File: src/logic/cmpref_pkg.sv
// register map, field positions and reset values for comparator/reference
package cmpref_pkg;
	// ------------------------------------------------------------
	// register addresses on the special-function register port
	// ------------------------------------------------------------
	localparam logic [1:0][7:0] ADDR_CN = {8'h9D, 8'h9A};
	localparam logic [1:0][7:0] ADDR_MD = {8'h9E, 8'h9B};
	localparam logic [1:0][7:0] ADDR_MX = {8'h9F, 8'h9C};
	localparam logic [7:0] ADDR_REF = 8'hD1;

	// ------------------------------------------------------------
	// comparator control fields
	// ------------------------------------------------------------
	localparam int CN_EN = 7;
	localparam int CN_OUT = 6;
	localparam int CN_RIF = 5;
	localparam int CN_FIF = 4;
	localparam int CN_HYP = 2;
	localparam int CN_HYN = 0;

	// ------------------------------------------------------------
	// mode and input select fields
	// ------------------------------------------------------------
	localparam int MD_RIE = 5;
	localparam int MD_FIE = 4;
	localparam int MD_RESP = 0;
	localparam int MX_POS = 0;
	localparam int MX_NEG = 4;

	// ------------------------------------------------------------
	// reference control fields
	// ------------------------------------------------------------
	localparam int REF_ZTC = 5;
	localparam int REF_LVL = 4;
	localparam int REF_SRC = 3;
	localparam int REF_TEMP = 2;
	localparam int REF_BIAS = 1;
	localparam int REF_BUF = 0;

	// ------------------------------------------------------------
	// reset values
	// ------------------------------------------------------------
	localparam logic [7:0] CN_RST = 8'h00;
	localparam logic [1:0] RESP_RST = 2'h2;
	localparam logic [1:0] SEL_RST = 2'h0;
	localparam logic [5:0] REF_RST = 6'h00;
	localparam logic [7:0] RD_IDLE = 8'h00;

	// hysteresis codes
	typedef enum logic [1:0] {
		HYST_OFF = 2'h0,
		HYST_5MV = 2'h1,
		HYST_10MV = 2'h2,
		HYST_20MV = 2'h3
	} cmpref_hyst_t;
endpackage : cmpref_pkg

File: src/logic/cmpref_channel.sv
// one comparator channel: control, mode, input select, sync and edge flags
`timescale 1ns/1ps
module cmpref_channel (
	input wire logic mclk_i,
	input wire logic rst_n_i,
	input wire logic wr_cn_i,
	input wire logic wr_md_i,
	input wire logic wr_mx_i,
	input wire logic [7:0] wdata_i,
	input wire logic cmp_result_i,
	output logic [7:0] cn_o,
	output logic [7:0] md_o,
	output logic [7:0] mx_o,
	output logic raw_out_o,
	output logic latched_o
);
	typedef struct packed {
		logic en;
		logic rif;
		logic fif;
		logic [1:0] hyp;
		logic [1:0] hyn;
		logic rie;
		logic fie;
		logic [1:0] resp;
		logic [1:0] psel;
		logic [1:0] nsel;
		logic s1;
		logic s2;
		logic prev;
	} cmpref_ch_st_t;

	cmpref_ch_st_t r;
	cmpref_ch_st_t n;
	logic rise;
	logic fall;

	// ------------------------------------------------------------
	// next state
	// ------------------------------------------------------------
	always_comb begin
		n = r;
		n.s1 = cmp_result_i & r.en; // gated so a disabled channel idles low
		n.s2 = r.s1; // second synchroniser stage
		n.prev = r.s2;
		rise = r.s2 & ~r.prev; // edges seen on synced copy only
		fall = ~r.s2 & r.prev;
		if (wr_cn_i) begin
			n.en = wdata_i[cmpref_pkg::CN_EN];
			n.rif = wdata_i[cmpref_pkg::CN_RIF];
			n.fif = wdata_i[cmpref_pkg::CN_FIF];
			n.hyp = wdata_i[cmpref_pkg::CN_HYP +: 2];
			n.hyn = wdata_i[cmpref_pkg::CN_HYN +: 2];
		end
		if (wr_md_i) begin
			n.rie = wdata_i[cmpref_pkg::MD_RIE];
			n.fie = wdata_i[cmpref_pkg::MD_FIE];
			n.resp = wdata_i[cmpref_pkg::MD_RESP +: 2];
		end
		if (wr_mx_i) begin
			n.psel = wdata_i[cmpref_pkg::MX_POS +: 2];
			n.nsel = wdata_i[cmpref_pkg::MX_NEG +: 2];
		end
		// set after the write so a coinciding edge is kept
		n.rif = n.rif | rise;
		n.fif = n.fif | fall;
	end

	// state register
	always_ff @(posedge mclk_i or negedge rst_n_i) begin
		if (!rst_n_i) begin
			r <= '0;
			r.resp <= cmpref_pkg::RESP_RST;
		end else begin
			r <= n;
		end
	end

	// readback and outputs; raw path needs no clock
	assign raw_out_o = cmp_result_i & r.en;
	assign latched_o = r.s2;
	assign cn_o = {r.en, r.s2, r.rif, r.fif, r.hyp, r.hyn};
	assign md_o = {2'b00, r.rie, r.fie, 2'b00, r.resp};
	assign mx_o = {2'b00, r.nsel, 2'b00, r.psel};

	// ------------------------------------------------------------
	// checks
	// ------------------------------------------------------------
	a_rise_flag_set: assert property (@(posedge mclk_i)
		disable iff (!rst_n_i)
		(r.s2 && !r.prev) |=> r.rif) else $error("rise flag missed");
	a_fall_flag_set: assert property (@(posedge mclk_i)
		disable iff (!rst_n_i)
		(!r.s2 && r.prev) |=> r.fif) else $error("fall flag missed");
	a_flag_sticky: assert property (@(posedge mclk_i)
		disable iff (!rst_n_i)
		(r.rif && !wr_cn_i) |=> r.rif) else $error("rise flag lost");
	a_set_wins: assert property (@(posedge mclk_i)
		disable iff (!rst_n_i)
		(wr_cn_i && !wdata_i[cmpref_pkg::CN_FIF] && !r.s2 && r.prev)
		|=> r.fif) else $error("clear beat edge");
	a_sync_delay: assert property (@(posedge mclk_i)
		disable iff (!rst_n_i)
		r.s2 == $past(raw_out_o, 2)) else $error("sync delay wrong");
	a_off_low: assert property (@(posedge mclk_i)
		disable iff (!rst_n_i)
		!r.en |-> ##2 !latched_o) else $error("disabled out high");
endmodule : cmpref_channel

File: src/logic/cmpref_top.sv
// comparator pair and reference control behind the register port
`timescale 1ns/1ps

module cmpref_top (
	input wire logic mclk_i,
	input wire logic arst_n_i,
	input wire logic [7:0] sfr_addr_i,
	input wire logic [7:0] sfr_wdata_i,
	input wire logic sfr_wr_i,
	input wire logic sfr_rd_i,
	output logic [7:0] sfr_rdata_o,
	input wire logic [1:0] cmp_result_i,
	input wire logic adc_enable_i,
	output logic [1:0] cmp_power_o,
	output logic [1:0] cmp_raw_out_o,
	output logic [1:0] cmp_latched_out_o,
	output cmpref_pkg::cmpref_hyst_t [1:0] cmp_pos_hyst_o,
	output cmpref_pkg::cmpref_hyst_t [1:0] cmp_neg_hyst_o,
	output logic [1:0][1:0] cmp_response_o,
	output logic [1:0][1:0] cmp_pos_sel_o,
	output logic [1:0][1:0] cmp_neg_sel_o,
	output logic [1:0] cmp_irq_o,
	output logic cmp0_reset_src_o,
	output logic zero_tc_bias_force_o,
	output logic ref_level_select_o,
	output logic ref_source_select_o,
	output logic temp_sensor_on_o,
	output logic analog_bias_on_o,
	output logic ref_buffer_on_o,
	output logic vref_od_block_o
);
	// ------------------------------------------------------------
	// state
	// ------------------------------------------------------------
	typedef struct packed {
		logic [5:0] refc;
		logic [7:0] rdata;
		logic [1:0] irq;
		logic od_block;
		logic rst_src;
	} cmpref_top_st_t;

	cmpref_top_st_t r;
	cmpref_top_st_t n;
	logic [1:0] rst_pipe_r;
	logic rst_n;
	logic [1:0] wr_cn;
	logic [1:0] wr_md;
	logic [1:0] wr_mx;
	logic [1:0][7:0] cn;
	logic [1:0][7:0] md;
	logic [1:0][7:0] mx;
	logic [1:0] latched;

	// address match, used for every write strobe and the read mux
	function automatic logic cmpref_hit(input logic [7:0] addr,
		input logic [7:0] target);
		cmpref_hit = (addr == target);
	endfunction : cmpref_hit

	// ------------------------------------------------------------
	// reset release
	// ------------------------------------------------------------
	// assert at once, release two edges later so no flop sees a
	// release that lands right on a clock edge
	always_ff @(posedge mclk_i or negedge arst_n_i) begin
		if (!arst_n_i) begin
			rst_pipe_r <= 2'b00;
		end else begin
			rst_pipe_r <= {rst_pipe_r[0], 1'b1};
		end
	end

	assign rst_n = rst_pipe_r[1];

	// ------------------------------------------------------------
	// comparator channels
	// ------------------------------------------------------------
	// both instances share one body; only the address differs
	for (genvar i = 0; i < 2; i++) begin : g_ch
		// write strobes per register
		assign wr_cn[i] = sfr_wr_i &
			cmpref_hit(sfr_addr_i, cmpref_pkg::ADDR_CN[i]);
		assign wr_md[i] = sfr_wr_i &
			cmpref_hit(sfr_addr_i, cmpref_pkg::ADDR_MD[i]);
		assign wr_mx[i] = sfr_wr_i &
			cmpref_hit(sfr_addr_i, cmpref_pkg::ADDR_MX[i]);

		cmpref_channel u_ch (
			.mclk_i(mclk_i),
			.rst_n_i(rst_n),
			.wr_cn_i(wr_cn[i]),
			.wr_md_i(wr_md[i]),
			.wr_mx_i(wr_mx[i]),
			.wdata_i(sfr_wdata_i),
			.cmp_result_i(cmp_result_i[i]),
			.cn_o(cn[i]),
			.md_o(md[i]),
			.mx_o(mx[i]),
			.raw_out_o(cmp_raw_out_o[i]),
			.latched_o(latched[i])
		);

		// analog controls straight from channel flops
		assign cmp_power_o[i] = cn[i][cmpref_pkg::CN_EN];
		assign cmp_latched_out_o[i] = latched[i];
		assign cmp_pos_hyst_o[i] =
			cmpref_pkg::cmpref_hyst_t'(cn[i][cmpref_pkg::CN_HYP +: 2]);
		assign cmp_neg_hyst_o[i] =
			cmpref_pkg::cmpref_hyst_t'(cn[i][cmpref_pkg::CN_HYN +: 2]);
		assign cmp_response_o[i] = md[i][cmpref_pkg::MD_RESP +: 2];
		assign cmp_pos_sel_o[i] = mx[i][cmpref_pkg::MX_POS +: 2];
		assign cmp_neg_sel_o[i] = mx[i][cmpref_pkg::MX_NEG +: 2];
	end

	// ------------------------------------------------------------
	// next state of reference, read data and requests
	// ------------------------------------------------------------
	always_comb begin
		n = r;
		// only six bits are stored, top two are dropped
		if (sfr_wr_i && cmpref_hit(sfr_addr_i, cmpref_pkg::ADDR_REF)) begin
			n.refc = sfr_wdata_i[5:0]; // force-on bit writable
		end
		// read data is registered and idles at zero
		n.rdata = cmpref_pkg::RD_IDLE;
		if (sfr_rd_i) begin
			for (int k = 0; k < 2; k++) begin
				if (cmpref_hit(sfr_addr_i, cmpref_pkg::ADDR_CN[k])) begin
					n.rdata = cn[k];
				end
				if (cmpref_hit(sfr_addr_i, cmpref_pkg::ADDR_MD[k])) begin
					n.rdata = md[k];
				end
				if (cmpref_hit(sfr_addr_i, cmpref_pkg::ADDR_MX[k])) begin
					n.rdata = mx[k];
				end
			end
			if (cmpref_hit(sfr_addr_i, cmpref_pkg::ADDR_REF)) begin
				n.rdata = {2'b00, r.refc};
			end
		end
		// each enabled flag raises its channel request
		for (int k = 0; k < 2; k++) begin
			n.irq[k] = (cn[k][cmpref_pkg::CN_RIF] &
				md[k][cmpref_pkg::MD_RIE]) |
				(cn[k][cmpref_pkg::CN_FIF] &
				md[k][cmpref_pkg::MD_FIE]);
		end
		// supply reference with converter on leaves no open drain
		n.od_block = r.refc[cmpref_pkg::REF_SRC] & adc_enable_i;
		// only channel zero feeds the reset source path
		n.rst_src = cn[0][cmpref_pkg::CN_EN] & latched[0];
	end

	// state register; everything clears to zero
	always_ff @(posedge mclk_i or negedge rst_n) begin
		if (!rst_n) begin
			r <= '0;
			r.refc <= cmpref_pkg::REF_RST;
		end else begin
			r <= n;
		end
	end

	// ------------------------------------------------------------
	// outputs
	// ------------------------------------------------------------
	assign sfr_rdata_o = r.rdata;
	assign cmp_irq_o = r.irq;
	assign cmp0_reset_src_o = r.rst_src;
	assign vref_od_block_o = r.od_block;
	// reference controls drive the analog block directly
	assign zero_tc_bias_force_o = r.refc[cmpref_pkg::REF_ZTC];
	assign ref_level_select_o = r.refc[cmpref_pkg::REF_LVL];
	assign ref_source_select_o = r.refc[cmpref_pkg::REF_SRC];
	assign temp_sensor_on_o = r.refc[cmpref_pkg::REF_TEMP];
	assign analog_bias_on_o = r.refc[cmpref_pkg::REF_BIAS];
	assign ref_buffer_on_o = r.refc[cmpref_pkg::REF_BUF];

	// ------------------------------------------------------------
	// checks: reference register
	// ------------------------------------------------------------
	a_ref_top_zero: assert property (@(posedge mclk_i)
		disable iff (!rst_n)
		(sfr_rd_i && sfr_addr_i == cmpref_pkg::ADDR_REF)
		|=> sfr_rdata_o[7:6] == 2'b00) else $error("ref top bits set");
	a_ref_write: assert property (@(posedge mclk_i)
		disable iff (!rst_n)
		(sfr_wr_i && sfr_addr_i == cmpref_pkg::ADDR_REF)
		|=> ref_source_select_o == $past(sfr_wdata_i[3])
		&& ref_buffer_on_o == $past(sfr_wdata_i[0]))
		else $error("ref write lost");
	a_ref_level: assert property (@(posedge mclk_i)
		disable iff (!rst_n)
		(sfr_wr_i && sfr_addr_i == cmpref_pkg::ADDR_REF)
		|=> ref_level_select_o == $past(sfr_wdata_i[cmpref_pkg::REF_LVL]))
		else $error("ref level lost");
	a_ref_temp: assert property (@(posedge mclk_i)
		disable iff (!rst_n)
		(sfr_wr_i && sfr_addr_i == cmpref_pkg::ADDR_REF)
		|=> temp_sensor_on_o == $past(sfr_wdata_i[cmpref_pkg::REF_TEMP]))
		else $error("sensor enable lost");
	a_ref_bias: assert property (@(posedge mclk_i)
		disable iff (!rst_n)
		(sfr_wr_i && sfr_addr_i == cmpref_pkg::ADDR_REF)
		|=> analog_bias_on_o == $past(sfr_wdata_i[cmpref_pkg::REF_BIAS]))
		else $error("bias enable lost");
	// between writes the reference bits must not drift
	a_ref_hold: assert property (@(posedge mclk_i)
		disable iff (!rst_n)
		!(sfr_wr_i && sfr_addr_i == cmpref_pkg::ADDR_REF)
		|=> $stable(r.refc)) else $error("ref bits drifted");
	a_od_block: assert property (@(posedge mclk_i)
		disable iff (!rst_n)
		(ref_source_select_o && adc_enable_i) |=> vref_od_block_o)
		else $error("open drain not blocked");
	a_od_clear: assert property (@(posedge mclk_i)
		disable iff (!rst_n)
		!(ref_source_select_o && adc_enable_i) |=> !vref_od_block_o)
		else $error("open drain blocked needlessly");

	// ------------------------------------------------------------
	// checks: comparator channels
	// ------------------------------------------------------------
	a_irq_rise: assert property (@(posedge mclk_i)
		disable iff (!rst_n)
		(cn[0][cmpref_pkg::CN_RIF] && md[0][cmpref_pkg::MD_RIE])
		|=> cmp_irq_o[0]) else $error("rise request missing");
	a_irq_fall: assert property (@(posedge mclk_i)
		disable iff (!rst_n)
		(cn[1][cmpref_pkg::CN_FIF] && md[1][cmpref_pkg::MD_FIE])
		|=> cmp_irq_o[1]) else $error("fall request missing");
	a_irq_quiet: assert property (@(posedge mclk_i)
		disable iff (!rst_n)
		(!md[1][cmpref_pkg::MD_RIE] && !md[1][cmpref_pkg::MD_FIE])
		|=> !cmp_irq_o[1]) else $error("masked request raised");
	a_irq_mask0: assert property (@(posedge mclk_i)
		disable iff (!rst_n)
		(!md[0][cmpref_pkg::MD_RIE] && !md[0][cmpref_pkg::MD_FIE])
		|=> !cmp_irq_o[0]) else $error("masked request raised");
	a_cn_readback: assert property (@(posedge mclk_i)
		disable iff (!rst_n)
		(sfr_rd_i && sfr_addr_i == cmpref_pkg::ADDR_CN[0])
		|=> sfr_rdata_o[6] == $past(latched[0]))
		else $error("output state wrong");
	a_cn1_readback: assert property (@(posedge mclk_i)
		disable iff (!rst_n)
		(sfr_rd_i && sfr_addr_i == cmpref_pkg::ADDR_CN[1])
		|=> sfr_rdata_o[6] == $past(latched[1]))
		else $error("output state wrong");
	a_md_unused: assert property (@(posedge mclk_i)
		disable iff (!rst_n)
		(sfr_rd_i && sfr_addr_i == cmpref_pkg::ADDR_MD[0])
		|=> sfr_rdata_o[7:6] == 2'b00 && sfr_rdata_o[3:2] == 2'b00)
		else $error("mode unused bits set");
	a_mx_unused: assert property (@(posedge mclk_i)
		disable iff (!rst_n)
		(sfr_rd_i && sfr_addr_i == cmpref_pkg::ADDR_MX[1])
		|=> sfr_rdata_o[7:6] == 2'b00 && sfr_rdata_o[3:2] == 2'b00)
		else $error("select unused bits set");
	a_power_write: assert property (@(posedge mclk_i)
		disable iff (!rst_n)
		wr_cn[0] |=> cmp_power_o[0] == $past(sfr_wdata_i[cmpref_pkg::CN_EN]))
		else $error("enable write lost");
	a_hyst_write: assert property (@(posedge mclk_i)
		disable iff (!rst_n)
		wr_cn[1] |=> cmp_pos_hyst_o[1] == $past(sfr_wdata_i[3:2])
		&& cmp_neg_hyst_o[1] == $past(sfr_wdata_i[1:0]))
		else $error("hysteresis write lost");
	a_resp_write: assert property (@(posedge mclk_i)
		disable iff (!rst_n)
		wr_md[0] |=> cmp_response_o[0] == $past(sfr_wdata_i[1:0]))
		else $error("response write lost");
	a_sel_write: assert property (@(posedge mclk_i)
		disable iff (!rst_n)
		wr_mx[1] |=> cmp_pos_sel_o[1] == $past(sfr_wdata_i[1:0])
		&& cmp_neg_sel_o[1] == $past(sfr_wdata_i[5:4]))
		else $error("input select write lost");
	// raw pin idles low while powered down, latched pin two edges on
	a_raw_gated: assert property (@(posedge mclk_i)
		disable iff (!rst_n)
		!cmp_power_o[0] |-> !cmp_raw_out_o[0]) else $error("raw out high");
	a_latched_off: assert property (@(posedge mclk_i)
		disable iff (!rst_n)
		!cmp_power_o[1] |-> ##2 !cmp_latched_out_o[1])
		else $error("latched out high");
	a_rst_src: assert property (@(posedge mclk_i)
		disable iff (!rst_n)
		cmp0_reset_src_o == $past(cmp_power_o[0] && latched[0]))
		else $error("reset source wrong");
endmodule : cmpref_top

File: config.mk
export PLATFORM = sky130hd
export DESIGN_NAME = cmpref_top
export DESIGN_NICKNAME = d
export VERILOG_FILES = /design/src/logic/cmpref_pkg.sv /design/src/logic/cmpref_channel.sv /design/src/logic/cmpref_top.sv
export SDC_FILE = /design/constraint.sdc
export NUM_CORES = 1
export LEC_CHECK = 0
export BUFFER_PORTS_ARGS = -buffer_cell sky130_fd_sc_hd__buf_2
export CAP_MARGIN = 20
export CORE_ASPECT_RATIO = 1.4
export CORE_MARGIN = 3
export CORE_UTILIZATION = 50
export CTS_CLUSTER_SIZE = 8
export DETAILED_ROUTE_END_ITERATION = 7
export PLACE_DENSITY = 0.78
export SLEW_MARGIN = 20
export SYNTH_ARGS = -nofsm -noshare
export SYNTH_HDL_FRONTEND = slang
export SYNTH_SLANG_ARGS = --single-unit
File: constraint.sdc
create_clock -name mclk_i -period 3.1 [get_ports mclk_i]
set_clock_uncertainty 0.1 [all_clocks]
set_input_delay 0.465 -clock mclk_i [delete_from_list [all_inputs] [get_ports mclk_i]]
set_output_delay 0.465 -clock mclk_i [all_outputs]
set_load 0.1 [all_outputs]
==> metrics.txt <==
main combinational cell family by area after synthesis multiplexers; count of final max-slew check failures 0; pwr/cell area 504.8 nW/um^2; Adder-Cell Fraction of Synth Area 0%; via count 1621; proportion of netlist area held by the largest area contributor 50.90%; CTS tree yes; pin count of the biggest net entering global routing 53; grt ovf 0; mux share of post-synthesis cell area 19.18%; ANT cells 0; WL per Instance 17.61 microns; floorplan row count 30; Commonest cells post-synth dfrtp_1, mux2_2, buf_4, mux2i_1; CORE AREA 4992 sq um; fmax 0.4918 GHz; setup violators final 0; Critical Path AT 2.13 ns; CP max-delay cell nor4_4; Finished Layout Cells 303; Critical Path Start Type input pin; clk root buf clkbuf_8; FF+latch count, synth 56; post-route ant nets 0; Worst path max stage delay 0.69 ns; Data required, critical path 3.20 ns; endpoints failing hold 0; cells after synthesis 195; RSZ-0062 raised after global routing no; clk slew on worst S/H paths 0.09 ns; I/O pins 67; Slew @ Worst Pin 0.6988 ns; simple-gate portion of the synthesized area 12.30%; Final min period 2.033 ns; crit-path max FO 15; htree depth 2; post-CTS setup buffers 0; Post-synth top flop dfrtp_1; GP Congestion 0.8136; die height 92.22 microns; Placed Instances 294; via/cell ratio 5.350; clock latency at the later pin of the worst-skew pair 0.30 ns; wire length on met3 273 microns; WS Path Type input pin to flip-flop; xor/xnor share of the synthesized area 0%; Max VDD drop 320.9 uV; Post-synth EDFFs 0; final period utilization 65.60%; Compound-Gate Fraction of Synth Area 6.503%; synth unique cells 42; register area share after synthesis 52.87%; share of layout cells above drive strength 1 52.72%; CTS buffer count 5; DRT iter0 DRCs 133; antenna violations before repair 0; Initial Util 53.18%; DRC viols 0; Max transition margin 53.06%; GRT Total Usage 18.56%; die area 6233 sq um; Worst setup EP type flip-flop; HPWL Detailed 3.845 mm; vias in the first global route 1706; most numerous cell in the Yosys netlist dfrtp_1; met2 routed WL 2.751 mm; synth-to-layout area growth 11.12%; first-pass GRT wire length 8.645 mm; worst-path cell chain buf_2, nand2b_1, nor4_4, mux2_2; Mapped Area 2655 sq um; port buffer count 65; final setup TNS 0 ns; worst min path class flip-flop to flip-flop; max cap viols 0; final wirelength 5.335 mm; post-synthesis net count 218; LEAKAGE 1.570 nW; clock tree buffer depth 2; dominant cell type by area after synthesis dfrtp_1; async set or reset register ratio after synthesis 100.0%; M1 WL 2.227 mm; top sig layer met4; die width 67.59 microns; Sink Count 56; Synth warnings 0; status completed; DRT Pass-1 Iters 4; nets 261; Synth Area per Inst 13.62 sq um; Area contributors post-synth dfrtp_1, mux2_2, buf_4
[registers in the layout, indices dropped and copies added, names as in the netlist, 2 cells and up]
signal	cells
g_ch.u_ch.r	2
g_ch.u_ch.md_o	8
g_ch.u_ch.latched_o	2
g_ch.u_ch.cn_o	14
rst_pipe_r	2
sfr_rdata_o	8
g_ch.u_ch.mx_o	8
cmp_irq_o	2
g_ch.u_ch.n	2
[metrics by stage]
step	util (%)	hold WS [ns]	total power, mW	instance area, sq um	setup slack [ns]
detailed placement	56.99	0.1541	1.101	2845	0.7548
CTS	59.05	0.2574	1.501	2948	1.076
floorplan	-	0.06941	1.058	2655	1.269
global route	59.10	0.2706	1.548	2950	0.9908
finish	59.10	0.2562	1.489	2950	1.067
global placement	56.99	0.1499	1.097	2845	0.7542
[kinds of logic (layout without fill, tap and decap cells)]
group | Yosys count | after routing
AND/OR/NAND/NOR | 39 | 39
other | 1 | 1
multiplexers | 43 | 43
flip-flops | 56 | 56
AO/OA/AOI/OAI | 21 | 21
buffers and inverters | 35 | 79
[per-layer routing]
metal	vias up	track usage (%)
met4	0	6.091
met3	8	3.922
met5	-	0
met1	803	24.31
met2	49	30.06
li1	761	-
[cells in the final DEF, fill, tap and decap left out, types with 2 or more instances in the layout]
| cell type | instances |
|---|---|
| a32o_1 | 2 |
| dfstp_2 | 2 |
| a22o_1 | 2 |
| a32oi_1 | 2 |
| clkinv_2 | 2 |
| buf_2 | 65 |
| dfrtp_1 | 53 |
| mux2i_1 | 7 |
| inv_1 | 4 |
| nand2b_1 | 2 |
| o211ai_1 | 3 |
| o211a_1 | 3 |
| nand4_1 | 4 |
| a22oi_1 | 2 |
| clkbuf_8 | 6 |
| nor2_1 | 4 |
| nor3b_1 | 2 |
| nor3_4 | 2 |
| and2_1 | 4 |
| o21ai_0 | 3 |
| nand2_2 | 2 |
| nor2b_1 | 4 |
| mux4_2 | 3 |
| nor4_4 | 2 |
| mux2_2 | 33 |
| nand2_1 | 3 |
[critical path, delay by kind of cell]
family	cells	cell delay [ns]
simple gates	2	0.88
mux	1	0.42
buf+inv	1	0.36
[where the power goes]
group	leakage (nW)	total, mW	switching (mW)	internal (mW)
Sequential	0.746	0.799	0.0348	0.764
Clock	0.0510	0.403	0.224	0.179
Combinational	0.773	0.288	0.221	0.0671
[area by class of cell]
class,count,area [sq um]
Clock buffer,6,82.58
Clock inverter,2,10.01
Fill cell,409,2042
Inverter,4,15.01
Multi-Input combinational cell,104,1012
Sequential cell,56,1408
Tap cell,64,80.08
Timing Repair Buffer,67,342.8
[repair_timing]
action                                 CTS  global route
hold buffers                             1             0
resized for setup                        0             0
endpoints found under the hold margin    2             0
[path summary, 6_finish.rpt]
check / from / end / slack, ns / depth (start not counted)
setup / recovery: sfr_addr_i[0] / g_ch[1].u_ch.cn_o[2] / 1.07 / 4
hold / removal: g_ch[1].u_ch.n[1] / g_ch[1].u_ch.latched_o / 0.26 / 0
setup reg to reg: g_ch[1].u_ch.mx_o[0] / sfr_rdata_o[0] / 1.65 / 4
hold reg to reg: g_ch[1].u_ch.n[1] / g_ch[1].u_ch.latched_o / 0.26 / 0
max in group asynchronous: rst_pipe_r[1] / g_ch[0].u_ch.cn_o[4] / 2.11 / 1
min in group asynchronous: rst_pipe_r[1] / g_ch[0].u_ch.r[0] / 0.27 / 0
Note: power is estimated with default switching activity, not from simulation.
